`config.mk`:
```
export PLATFORM = sky130hd
export DESIGN_NAME = wdt_top
export DESIGN_NICKNAME = d
export VERILOG_FILES = /design/src/rtl/wdt_pkg.sv /design/src/rtl/wdt_top.sv /design/src/rtl/wdt_timer.sv
export VERILOG_INCLUDE_DIRS = /design/src /design/src/rtl
export SDC_FILE = /design/constraint.sdc
export NUM_CORES = 1
export LEC_CHECK = 0
export BUFFER_PORTS_ARGS = -buffer_cell sky130_fd_sc_hd__buf_4
export CAP_MARGIN = 20
export CORE_ASPECT_RATIO = 0.6
export CORE_MARGIN = 4
export CORE_UTILIZATION = 50
export CTS_CLUSTER_DIAMETER = 30
export CTS_CLUSTER_SIZE = 28
export DETAILED_ROUTE_END_ITERATION = 16
export GPL_TIMING_DRIVEN = 1
export PLACE_DENSITY_LB_ADDON = 0.2
export SLEW_MARGIN = 20
export SYNTH_ARGS = -nofsm -noshare
export SYNTH_HDL_FRONTEND = slang
export SYNTH_SLANG_ARGS = --single-unit
```
`constraint.sdc`:
```
create_clock -name mclk -period 2.7 [get_ports mclk]
set_clock_uncertainty 0.05 [all_clocks]
set_input_delay 0 -clock mclk [delete_from_list [all_inputs] [get_ports mclk]]
set_output_delay 0 -clock mclk [all_outputs]
set_load 0.005 [all_outputs]
```
`src/rtl/wdt_defs.svh`:
```
// register offset, field positions, reset value and timing counts of the watchdog
`ifndef WDT_DEFS_SVH
`define WDT_DEFS_SVH

`define WDT_CTRL_ADDR      8'hc0
`define WDT_CTRL_RESET     8'h10
`define WDT_PRE_MSB        7
`define WDT_PRE_LSB        4
`define WDT_SEL_BIT        3
`define WDT_STAT_BIT       2
`define WDT_EN_BIT         1
`define WDT_UNLOCK_BIT     0
`define WDT_BASE_LOG2      9
`define WDT_PRE_MAX_VALID  4'h7
`define WDT_PRE_IMMEDIATE  4'h8
`define WDT_CNT_W          16

`endif

```
`src/rtl/wdt_pkg.sv`:
```
// types shared by the watchdog modules
package wdt_pkg;

    typedef struct packed {
        logic [7:0] addr;
        logic       wr;
        logic [7:0] wdata;
        logic       bit_wr;
        logic [2:0] bit_sel;
        logic       bit_val;
    } sfr_req_s;

    typedef struct packed {
        logic [3:0] timeout_prescale_field;
        logic       action_select_bit;
        logic       timeout_status_flag;
        logic       watchdog_enable_bit;
        logic       write_unlock_bit;
    } watchdog_control_s;

    typedef enum logic [1:0] {
        ST_IDLE,
        ST_COUNT,
        ST_FIRE
    } tmr_state_e;

endpackage

```
`src/rtl/wdt_top.sv`:
```
// watchdog control register and timeout action of the microcontroller
`timescale 1ns/1ps
`include "wdt_defs.svh"

module wdt_top (
    input  wire logic              mclk,
    input  wire logic              reset_n,
    input  wire logic              xtal_in,
    input  wdt_pkg::sfr_req_s      sfr_req,
    output logic [7:0]             sfr_rdata,
    output logic                   wdt_reset,
    output logic                   wdt_irq
);
    import wdt_pkg::*;

    typedef struct packed {
        watchdog_control_s ctrl;
        logic [7:0]        rdata;
        logic              rst_pulse;
        logic              irq_pulse;
        logic              restart;
    } top_s;

    top_s s_q;
    top_s s_d;
    logic timeout;
    logic hit;
    logic any_wr;
    logic [7:0] wbyte;

    // --------------------------------------------------------------
    // helpers
    // --------------------------------------------------------------
    // byte write or single bit write (set/clear bit instructions)
    function automatic logic [7:0] merge_write(input logic [7:0] cur, input sfr_req_s r);
        logic [7:0] v;
        v = cur;
        if (r.bit_wr) begin
            v[r.bit_sel] = r.bit_val;
        end else begin
            v = r.wdata;
        end
        return v;
    endfunction

    assign hit    = (sfr_req.addr == `WDT_CTRL_ADDR);
    assign any_wr = sfr_req.wr | sfr_req.bit_wr;
    assign wbyte  = merge_write(s_q.ctrl, sfr_req);

    // --------------------------------------------------------------
    // timer
    // --------------------------------------------------------------
    wdt_timer i_wdt_timer (
        .mclk     (mclk),
        .reset_n  (reset_n),
        .xtal_in  (xtal_in),
        .run      (s_q.ctrl.watchdog_enable_bit),
        .restart  (s_q.restart),
        .prescale (s_q.ctrl.timeout_prescale_field),
        .timeout  (timeout)
    );

    // --------------------------------------------------------------
    // control register
    // --------------------------------------------------------------
    always_comb begin
        s_d           = s_q;
        s_d.rst_pulse = 1'b0;
        s_d.irq_pulse = 1'b0;
        s_d.restart   = 1'b0;
        s_d.rdata     = hit ? s_q.ctrl : 8'h00;

        if (any_wr) begin
            if (s_q.ctrl.write_unlock_bit) begin
                // the unlock is spent by whatever write comes next
                s_d.ctrl.write_unlock_bit = 1'b0;
                if (hit) begin
                    s_d.ctrl.timeout_prescale_field =
                        wbyte[`WDT_PRE_MSB:`WDT_PRE_LSB];
                    s_d.ctrl.action_select_bit   = wbyte[`WDT_SEL_BIT];
                    s_d.ctrl.watchdog_enable_bit = wbyte[`WDT_EN_BIT];
                    // software may only clear the status flag
                    if (!wbyte[`WDT_STAT_BIT]) begin
                        s_d.ctrl.timeout_status_flag = 1'b0;
                    end
                    if (wbyte[`WDT_EN_BIT]) begin
                        s_d.restart = 1'b1;
                    end
                end
            end else if (hit && wbyte[`WDT_UNLOCK_BIT]) begin
                // only the unlock bit itself may be set while locked
                s_d.ctrl.write_unlock_bit = 1'b1;
            end
        end

        // a timeout wins over a clearing write in the same cycle
        if (timeout && s_q.ctrl.watchdog_enable_bit) begin
            s_d.ctrl.timeout_status_flag = 1'b1;
            if (s_q.ctrl.action_select_bit) begin
                s_d.irq_pulse = 1'b1;
            end else begin
                s_d.rst_pulse                = 1'b1;
                s_d.ctrl.watchdog_enable_bit = 1'b0;
                s_d.restart                  = 1'b0;
            end
        end
    end

    // the watchdog reset it issues must not reach reset_n, or status would be lost
    always_ff @(posedge mclk or negedge reset_n) begin
        if (!reset_n) begin
            s_q <= '{ctrl: `WDT_CTRL_RESET, rdata: 8'h00, rst_pulse: 1'b0,
                     irq_pulse: 1'b0, restart: 1'b0};
        end else begin
            s_q <= s_d;
        end
    end

    assign sfr_rdata = s_q.rdata;
    assign wdt_reset = s_q.rst_pulse;
    assign wdt_irq   = s_q.irq_pulse;

endmodule

```
`src/rtl/wdt_timer.sv`:
```
// crystal-timed timeout counter of the watchdog
`timescale 1ns/1ps
`include "wdt_defs.svh"

module wdt_timer #(
    parameter int CNT_W = `WDT_CNT_W
) (
    input  wire logic       mclk,
    input  wire logic       reset_n,
    input  wire logic       xtal_in,
    input  wire logic       run,
    input  wire logic       restart,
    input  wire logic [3:0] prescale,
    output logic            timeout
);
    import wdt_pkg::*;

    typedef struct packed {
        logic [2:0]       xs;
        logic [CNT_W-1:0] cnt;
        tmr_state_e       st;
        logic             fire;
    } tmr_s;

    tmr_s s_q;
    tmr_s s_d;
    logic [CNT_W-1:0] limit;
    logic             xtal_rise;

    // --------------------------------------------------------------
    // terminal count
    // --------------------------------------------------------------
    // reserved prescale codes above the immediate code also fire at once
    always_comb begin
        if (prescale > `WDT_PRE_MAX_VALID) begin
            limit = '0;
        end else begin
            limit = CNT_W'((32'd1 << (`WDT_BASE_LOG2 + 32'(prescale))) - 32'd1);
        end
    end

    // xs[0] feeds xs[1] only; edge is seen between xs[1] and xs[2]
    assign xtal_rise = s_q.xs[1] & ~s_q.xs[2];

    // --------------------------------------------------------------
    // next state
    // --------------------------------------------------------------
    always_comb begin
        s_d      = s_q;
        s_d.xs   = {s_q.xs[1:0], xtal_in};
        s_d.fire = 1'b0;
        case (s_q.st)
            ST_IDLE: begin
                s_d.cnt = '0;
                if (run) begin
                    s_d.st = ST_COUNT;
                end
            end
            ST_COUNT: begin
                if (!run) begin
                    s_d.st  = ST_IDLE;
                    s_d.cnt = '0;
                end else if (restart) begin
                    s_d.cnt = '0;
                end else if (s_q.cnt >= limit) begin
                    s_d.st   = ST_FIRE;
                    s_d.fire = 1'b1;
                    s_d.cnt  = '0;
                end else if (xtal_rise) begin
                    s_d.cnt = s_q.cnt + CNT_W'(1);
                end
            end
            ST_FIRE: begin
                // one cycle in ST_FIRE before recount; run sampled here is still the value from before the control register reacts
                s_d.st = run ? ST_COUNT : ST_IDLE;
            end
            default: begin
                s_d.st = ST_IDLE;
            end
        endcase
    end

    always_ff @(posedge mclk or negedge reset_n) begin
        if (!reset_n) begin
            s_q <= '{xs: 3'h0, cnt: '0, st: ST_IDLE, fire: 1'b0};
        end else begin
            s_q <= s_d;
        end
    end

    assign timeout = s_q.fire;

endmodule

```
# [Yosys cells after proc, flatten, opt, wreduce, memory -nomap -nowiden]
# Cells that the tools add are included.
[totals] reg_bits=41 inputBits=25 out_inout_bits=10 wordCells=78
[op_classes] addsub=3 order_cmp=4 eq_ne=8 shifts=1 muxes=34 n_bitwise=3 reduce_logical=12
[ops] op="$mux 16" n=4
[ops] op="$pmux 16 s2" n=1
[ops] op="$shl 1x32->16 const A" n=1
[ops] op="$mux 18" n=1
[ops] op="$add 16x1->16 const B" n=1
[ops] op="$ge 16x16->1" n=1
[ops] op="$mux 8" n=2
[ops] op="$sub 16x1->16 const B" n=1
[ops] op="$mux 1" n=15
[ops] op="$mux 3" n=4
[ops] op="$bwmux 8" n=1
[ops] op="$eq 8x8->1 const B" n=1
[ops] op="$mux 2" n=4
[ops] op="$reduce_bool 2->1" n=4
[ops] op="$pmux 2 s3" n=1
[ops] op="$reduce_and 3->1" n=2
[ops] op="$add 4x4->5 const A" n=1
[ops] op="$ne 5x3->1 const B" n=1
[ops] op="$gt 4x3->1 const B" n=1
[ops] op="$lt 3x4->1 const B" n=1
[ops] op="$reduce_and 4->1" n=1
[ops] op="$demux 1 s3" n=1
[ops] op="$ge 3x1->1 const B" n=1
[ops] op="$logic_and 1x1->1" n=3
[ops] op="11 further kinds" n=11

# [Logic depth before layout (Yosys ltp)]
# Gate-level depths: netlist (run 1).
[depth] depth_word=12 mapped_depth=14 depth_no_buf=12

# [Modules after synthesis]
# From an unflattened synthesis (run 1), not the netlist that was laid out.
[unflattened] hier_cells=277 hier_area_um2=2577.5
[by_module_without_submodules] mod="wdt_timer" n_inst=1 cells_per_inst=179 area_per_inst_um2=1606.5 seq_area_each_um2=550.5
[by_module_without_submodules] mod="wdt_top" n_inst=1 cells_per_inst=98 area_per_inst_um2=970.9 seq_area_each_um2=476.7

# [Worst setup path after synthesis (run 1)]
# OpenSTA, ideal clock, no wires.
[synth_path] path_kind="reg2reg" from="register s_q[15] in the netlist's numbering" to="register i_wdt_timer.s_q[12] in the netlist's numbering" arrival_ns=2.410 required_time_ns=2.571 slack_ns=0.161 path_stages_with_launch=12 n_path_buf=1 period_less_slack_ns=2.539 cell_sequence="dfstp_2 -> a21oi_1 -> or2_2 -> ha_1 -> nand2_1 -> nor2_1 -> a211oi_1 -> o21ai_0 -> nor3_4 -> buf_2 -> nand4_1 -> mux2i_1"
[synth_between] elab_chain_cells=9
[synth_rtl] element="from (decl)" line_no="wdt_top.sv:24" text="top_s s_q;"
[synth_rtl] element="from (signal assigned)" line_no="wdt_top.sv:112" text="s_q <= '{ctrl: `WDT_CTRL_RESET, rdata: 8'h00, rst_pulse: 1'b0,"
[synth_rtl] element="$add 4x4->5 (no line)"
[synth_rtl] element="$shl 1x32->16" line_no="wdt_timer.sv:38" text="limit = CNT_W'((32'd1 << (`WDT_BASE_LOG2 + 32'(prescale))) - 32'd1);"
[synth_rtl] element="$sub 16x1->16" line_no="wdt_timer.sv:38"
[synth_rtl] element="$mux 16 *" line_no="wdt_timer.sv:35" text="if (prescale > `WDT_PRE_MAX_VALID) begin"
[synth_rtl] element="$ge 16x16->1 *" line_no="wdt_timer.sv:65" text="end else if (s_q.cnt >= limit) begin"
[synth_rtl] element="$mux 16" line_no="wdt_timer.sv:65"
[synth_rtl] element="$mux 16" line_no="wdt_timer.sv:63" text="end else if (restart) begin"
[synth_rtl] element="$mux 18" line_no="wdt_timer.sv:60" text="if (!run) begin"
[synth_rtl] element="$pmux 16 s2" line_no="wdt_timer.sv:52" text="case (s_q.st)"
[synth_rtl] element="to (signal assigned)" line_no="wdt_timer.sv:85" text="s_q <= '{xs: 3'h0, cnt: '0, st: ST_IDLE, fire: 1'b0};"
[synth_rtl] element="to (decl)" line_no="wdt_timer.sv:25" text="tmr_s s_q;"
# Every way passes the cells marked *; elsewhere a longest branch is shown, timed or not.
# A chain may end at the register's enable or synchronous reset.

# [Worst setup path in the final report (run 1)]
[layout_path] from="register s_q[18] in the netlist's numbering" to="register i_wdt_timer.s_q[3] in the netlist's numbering"
# Same word-level chain as after synthesis.

==> results of run 1 <==
==> area by class of cell <==
type / instances / area share
Tap cell: 63 / 0.0256
Clock buffer: 7 / 0.0281
Inverter: 5 / 0.00610
Clock inverter: 1 / 0.00976
Timing Repair Buffer: 57 / 0.152
Sequential cell: 41 / 0.335
Multi-Input combinational cell: 208 / 0.443
==> metrics by stage <==
step	setup WS, ns	total power [W]	utilization
finish	0.0926	0.00122	0.653
global placement	0.0723	0.000703	0.594
floorplan	0.161	0.000656	-
detailed placement	-0.0105	0.000704	0.594
global route	-0.0301	0.00127	0.653
CTS	0.00767	0.00123	0.642
==> cells by family after synthesis <==
kind of cell	count (synthesis)
other cells	1
fa+ha+maj	18
compound gates	58
simple gates	119
xor+xnor	2
flops	41
mux	9
buf+inv	27
==> per-layer routing <==
layer  share of wire  global-route usage  up-vias
li1                -                   -     1048
met1            0.52               0.294     1013
met2            0.42               0.272       53
met3           0.056              0.0524        6
met4          0.0091              0.0358        0
met5               0                   0        -
==> sequential cells by signal, indices dropped and copies added (netlist names) <==
signal               count
sfr_rdata                8
i_wdt_timer.s_q         19
s_q                      9
wdt_reset                1
i_wdt_timer.s_d          2
i_wdt_timer.timeout      1
wdt_irq                  1
==> placed cells by master (no fill, tap or decap), drive strengths merged, types with 8 or more instances in the layout <==
| cell | Yosys | layout |
|---|---|---|
| a21oi | 15 | 15 |
| and2 | 10 | 10 |
| buf | 12 | 46 |
| dfrtp | 40 | 40 |
| dlygate4sd3 | 0 | 11 |
| ha | 18 | 18 |
| mux2i | 9 | 9 |
| nand2 | 39 | 39 |
| nand3 | 13 | 13 |
| nand4 | 8 | 8 |
| nor2 | 23 | 23 |
| o21ai | 15 | 15 |
==> worst paths after layout <==
kind	startpoint	endpoint	slack, ns	depth (start not counted)
max in group asynchronous	reset_n	s_q[15]	2.06	2
min	sfr_req[6]	s_q[0]	0.08	3
max	s_q[18]	i_wdt_timer.s_q[3]	0.09	12
min reg2reg	i_wdt_timer.s_d[20]	i_wdt_timer.s_d[21]	0.31	0
max reg2reg	s_q[18]	i_wdt_timer.s_q[3]	0.09	12
min in group asynchronous	reset_n	sfr_rdata[5]	0.17	2
==> repair_timing <==
action	CTS	global route
setup endpoints to repair	4	18
setup buffers	0	5
resized for setup	0	7
pin swaps	1	3
endpoints found under the hold margin	48	1
hold buffers	11	1
==> tightest hold or removal path, stage by stage <==
cell and delay, ns:
buf_4 0.07, o21ai_0 0.10, nor3_1 0.19
==> power groups by stage <==
stage | clock (W) | sequential (W) | combinational (W)
finish | 0.000513 | 0.000617 | 0.0000885
floorplan | 0 | 0.000629 | 0.0000278
global route | 0.000550 | 0.000617 | 0.0000983
global placement | 0 | 0.000629 | 0.0000743
detailed placement | 0 | 0.000629 | 0.0000755
CTS | 0.000525 | 0.000617 | 0.0000863
==> run metrics, run 1 <==
Fill cells 405; core box area about 4700 µm²; Buf+Inv Stages, Crit Path 3; HPWL after detailed placement 4200 µm; area of the multi-input gates 1360 µm²; Clk Latency, worst-skew pair around 0.29 ns; Critical Path Max Stage Delay ~0.48 ns; most prevalent standard cell on the critical path nand2_1; area share of fa/ha/maj cells after synthesis 0.0898; Max transition margin 0.665; area added between synthesis and finish 22.6%; Synth Cell Area 2510 µm²; number of max-slew violations in the final report 0; prevailing post-synth register cell dfrtp_1; total power divided by cell area 396 nW/µm²; maximum number of buffers from clock root to sink 2; capturing element type of the critical path flip-flop; largest voltage drop on the vdd net 0.273 mV; share of Yosys cell area claimed by the top area cell type 0.399; starting DRC count in detailed routing 182; global-route wire length before repair 9650 µm; placed standard-cell area 2790 µm²; antenna violations before repair 0; synthesized-area fraction occupied by xor and xnor cells 0.00698; maximum clock frequency ~380 MHz; sink count of the clock tree 41; final wirelength 6040 µm; via count normalized by instance count 5.55; Antenna Violating Nets Remaining 0; effective utilization at floorplan 0.533; number of global-route vias before repair about 2k; Sequential Area between 1000 and 1500 µm²; Gate power share 0.073; internal cell power between 0.0009 and 0.001 W; critical-path cell with the highest stage delay dfrtp_2; setup TNS after final layout 0 ns; share of power burned in registers 0.506; Row Count 19; x dimension of the die 99.4 µm; number of flops mapped to enable cells by yosys 0; number of placed I/O pins 35; Root Buffer Master clkbuf_8; most repeated cell in the gate-level netlist after synthesis dfrtp_1; proportion of power drawn by the clock network 0.421; startpoint-to-endpoint class of the critical path flip-flop to flip-flop; area leader, netlist dfrtp_1; final clock period utilization by the worst path 0.966; drt first pass iters 5; commonest cells in the synthesized netlist dfrtp_1 (40), nand2_1 (39), nor2_1 (23); die outline area around 6300 µm²; Hold Slack ~0.076 ns; total overflow reported by the global router 0; switching fraction of total power 0.209; non-filler instance count after layout 382; # placed instances 358; multiplexer share of the synthesized area 0.0359; ranking of synthesized cells by area dfrtp_1 (40%), ha_1 (9.0%), nand2_1 (5.8%); outcome finished, final reports clean; count of cell types in the netlist slightly below 50; share of cells above drive strength 1 0.245; post-synthesis share of cell area spent on and, or, nand and nor gates 0.258; clock tree from TritonCTS yes; CP Data Arrival Time 2.74 ns; synthesized area divided by synthesized cell count 9.12 µm²; Yosys warnings 0; transition time of the tightest slew-check pin 0.503 ns; maximum net fanout on the critical path 26; Net Sw Power 0.000255 W; Clock Pin Slew Worst Setup and Hold Paths around 0.080 ns; pin count of the biggest net entering global routing 42; final hold vios 0; synthesized instance count 275; largest family of logic cells by synthesized area simple AND/OR/NAND/NOR gates; family with the most delay on the worst path compound AO/OA/AOI/OAI gates; critical path required time 2.83 ns; CTS Buf Count 5; CP cell instances inv_2 > nand2_1 > ha_1 > nand2_1 > o21ai_0 > a41oi_2 > nor4_2 > buf_4 > nor3_4 > buf_12 > a21o_1 > a22o_1; fraction of registers with async set/reset 1.00; DRC violation count after routing 0; # nets final 361; weighted congestion at the end of routability-driven global placement between 0.8 and 0.9; setup repair after global routing missed its margin true; sort of element at the start of the critical path flip-flop; leakage power total 1.47 nW; setup violation total in the final timing report 0; via count 2120; global-route usage over all layers 0.193; MaxCap Viol Count 0; port bufs 34; sequential element share of the synthesized area 0.409; wire length per cell 15.8 µm; fraction of the mapped netlist area in compound gates 0.144; Design Area, Final 3080 µm²; worst hold path type primary input to flip-flop; final critical path time including I/O delays and setup around 2.6 ns; post-synthesis register bit count 41; Die Ht 62.9 µm; # H-tree levels 2; diode count 0
Note: power is estimated with default switching activity, not from simulation.
==> run 2: changes to the inputs <==
--- a/config.mk
+++ b/config.mk
@@ -20,3 +20,4 @@
 export SYNTH_ARGS = -nofsm -noshare
 export SYNTH_HDL_FRONTEND = slang
 export SYNTH_SLANG_ARGS = --single-unit
+export TNS_END_PERCENT = 1
==> constraint.sdc (replaced) <==
create_clock -name mclk -period 2.7 [get_ports mclk]
set_clock_uncertainty 0.05 [all_clocks]
set_input_delay 0.405 -clock mclk [delete_from_list [all_inputs] [get_ports mclk]]
set_output_delay 0.405 -clock mclk [all_outputs]
set_load 0.005 [all_outputs]
==> run metrics, run 2 (synthesis results as in run 1) <==
outcome finished, final reports clean; final wirelength 5570 µm; commonest cells after routing, fill and taps aside buf_4 (43), nand2_1 (39), dfrtp_1 (38); total power divided by cell area roughly 370 nW/µm²; clock tree from TritonCTS yes; buffers inserted by post-CTS timing repair 0; pin count of the biggest net entering global routing 42; CP Data Arrival Time 2.72 ns; Gate power share 0.069; number of global-route vias before repair 1907; critical-path cell with the highest stage delay dfstp_2; area added between synthesis and finish 17.3%; core box area 4710 µm²; capturing element type of the critical path flip-flop; maximum clock frequency 387 MHz; number of placed I/O pins 35; total overflow reported by the global router 0; Root Buffer Master clkbuf_8; Setup WS pre-CTS -0.0284 ns; global-route wire length before repair 9230 µm; non-filler instance count after layout about 370; Worst Slack Setup Final around 0.11 ns; final critical path time including I/O delays and setup between 2 and 3 ns; setup violation total in the final timing report 0; Die Ht 62.9 µm; setup TNS after final layout 0 ns; maximum net fanout on the critical path 20; Max transition margin 0.648; Critical Path Max Stage Delay approximately 0.54 ns; MaxCap Viol Count 0; antenna violations before repair 0; share of power burned in registers 0.561; # H-tree levels 2; drt first pass iters 4; critical path required time 2.83 ns; global-route usage over all layers 0.184; leakage power total 1.40 nW; Largest register FFs 19; # nets final 348; maximum number of buffers from clock root to sink 2; largest voltage drop on the vdd net 0.190 mV; CP cell instances a21oi_2 > or3_4 > ha_1 > nand4_1 > nor4_4 > nor3_4 > buf_12 > a21o_1 > a22o_1; hold buffer count at CTS 0; HPWL after detailed placement 4190 µm; worst hold path type primary input to async pin; DRC violation count after routing 0; # placed instances 361; most common cell after layout, fill and taps aside buf_4; via count normalized by instance count 5.58; switching fraction of total power 0.221; Antenna Violating Nets Remaining 0; startpoint-to-endpoint class of the critical path flip-flop to flip-flop; die outline area about 6300 µm²; effective utilization at floorplan 0.533; x dimension of the die 99.4 µm; port bufs 34; final core area utilization 0.625; via count 2054; Clock Pin Slew Worst Setup and Hold Paths 0.08 ns; Net Sw Power 0.000243 W; register name with the most flops i_wdt_timer.s_q; proportion of power drawn by the clock network 0.369; internal cell power around 0.00086 W; CTS Buf Count 5; sink count of the clock tree 41; weighted congestion at the end of routability-driven global placement about 0.85; wire length per cell 15.1 µm; Clk Latency, worst-skew pair 0.29 ns; diode count 0; transition time of the tightest slew-check pin 0.529 ns; number of max-slew violations in the final report 0; Row Count 19; share of cells above drive strength 1 0.256; starting DRC count in detailed routing 77; final clock period utilization by the worst path 0.958; final hold vios 0; Fill cells 396; Hold Slack between 0.03 and 0.04 ns; sort of element at the start of the critical path flip-flop
-- run 2: changes by cell type in the layout (fill, tap and decap cells not counted), sizes merged --
cell	change
bufinv	-1
dlygate4sd3	-11
buf	-2
-- run 2: per-stage QoR --
stage | cell area (µm²) | power [W]
final | 2940 | 0.00110
after global routing | 2940 | 0.00115
after CTS | 2920 | 0.00111
after detailed placement | 2820 | 0.000704
after global placement | 2820 | 0.000702
after floorplan | 2510 | 0.000656
-- run 2: worst paths after layout --
kind,startpoint,end,slack [ns],cells after the start
worst min register to register,i_wdt_timer.s_d[20],i_wdt_timer.s_d[21],0.30,0
worst max-delay path,s_q[15],i_wdt_timer.s_q[3],0.11,9
max in group asynchronous,reset_n,s_q[16],2.17,1
min in group mclk,xtal_in,i_wdt_timer.s_d[20],0.17,1
worst min-delay path,reset_n,i_wdt_timer.s_q[7],0.04,1
worst max register to register,s_q[15],i_wdt_timer.s_q[3],0.11,9
-- run 2: what timing repair did --
action                                 4_1_cts  5_1_grt
pin swaps                                    1        5
cloned                                       0        0
setup endpoints to repair                    4       17
resized for setup                            2        9
endpoints found under the hold margin        0        0
-- run 2: power by group through the flow --
stage	registers [W]	clock network [W]	logic, W
floorplan	0.000629	0	0.0000278
detailed placement	0.000629	0	0.0000754
global route	0.000617	0.000448	0.0000845
global placement	0.000629	0	0.0000738
finish	0.000617	0.000406	0.0000761
CTS	0.000617	0.000416	0.0000760
-- run 2: layout make-up --
type	instances	area [µm²]	share of cell area
sequential	41	1030	0.350
inverter	5	18.8	0.00638
tap	63	78.8	0.0268
clock buffer	7	86.3	0.0293
timing repair buffer	44	343	0.117
multi-input combinational	208	1390	0.471
-- run 2: metal layers --
metal / vias to the layer above / wire length (µm) / track usage
met5: - / 0 / 0
met1: 970 / 2920 / 0.295
met2: 53 / 2260 / 0.244
met3: 4 / 351 / 0.0412
met4: 0 / 35 / 0.0409
li1: 1027 / - / -
-- run 2: critical path: cells and delay by family, from the launching register on --
| family | cells | cell delay, ns |
|---|---|---|
| and+or+nand+nor | 4 | 0.99 |
| DFF | 1 | 0.54 |
| AOI/OAI and AO/OA | 3 | 0.44 |
| adders and majority gates | 1 | 0.28 |
| buffers and inverters | 1 | 0.17 |
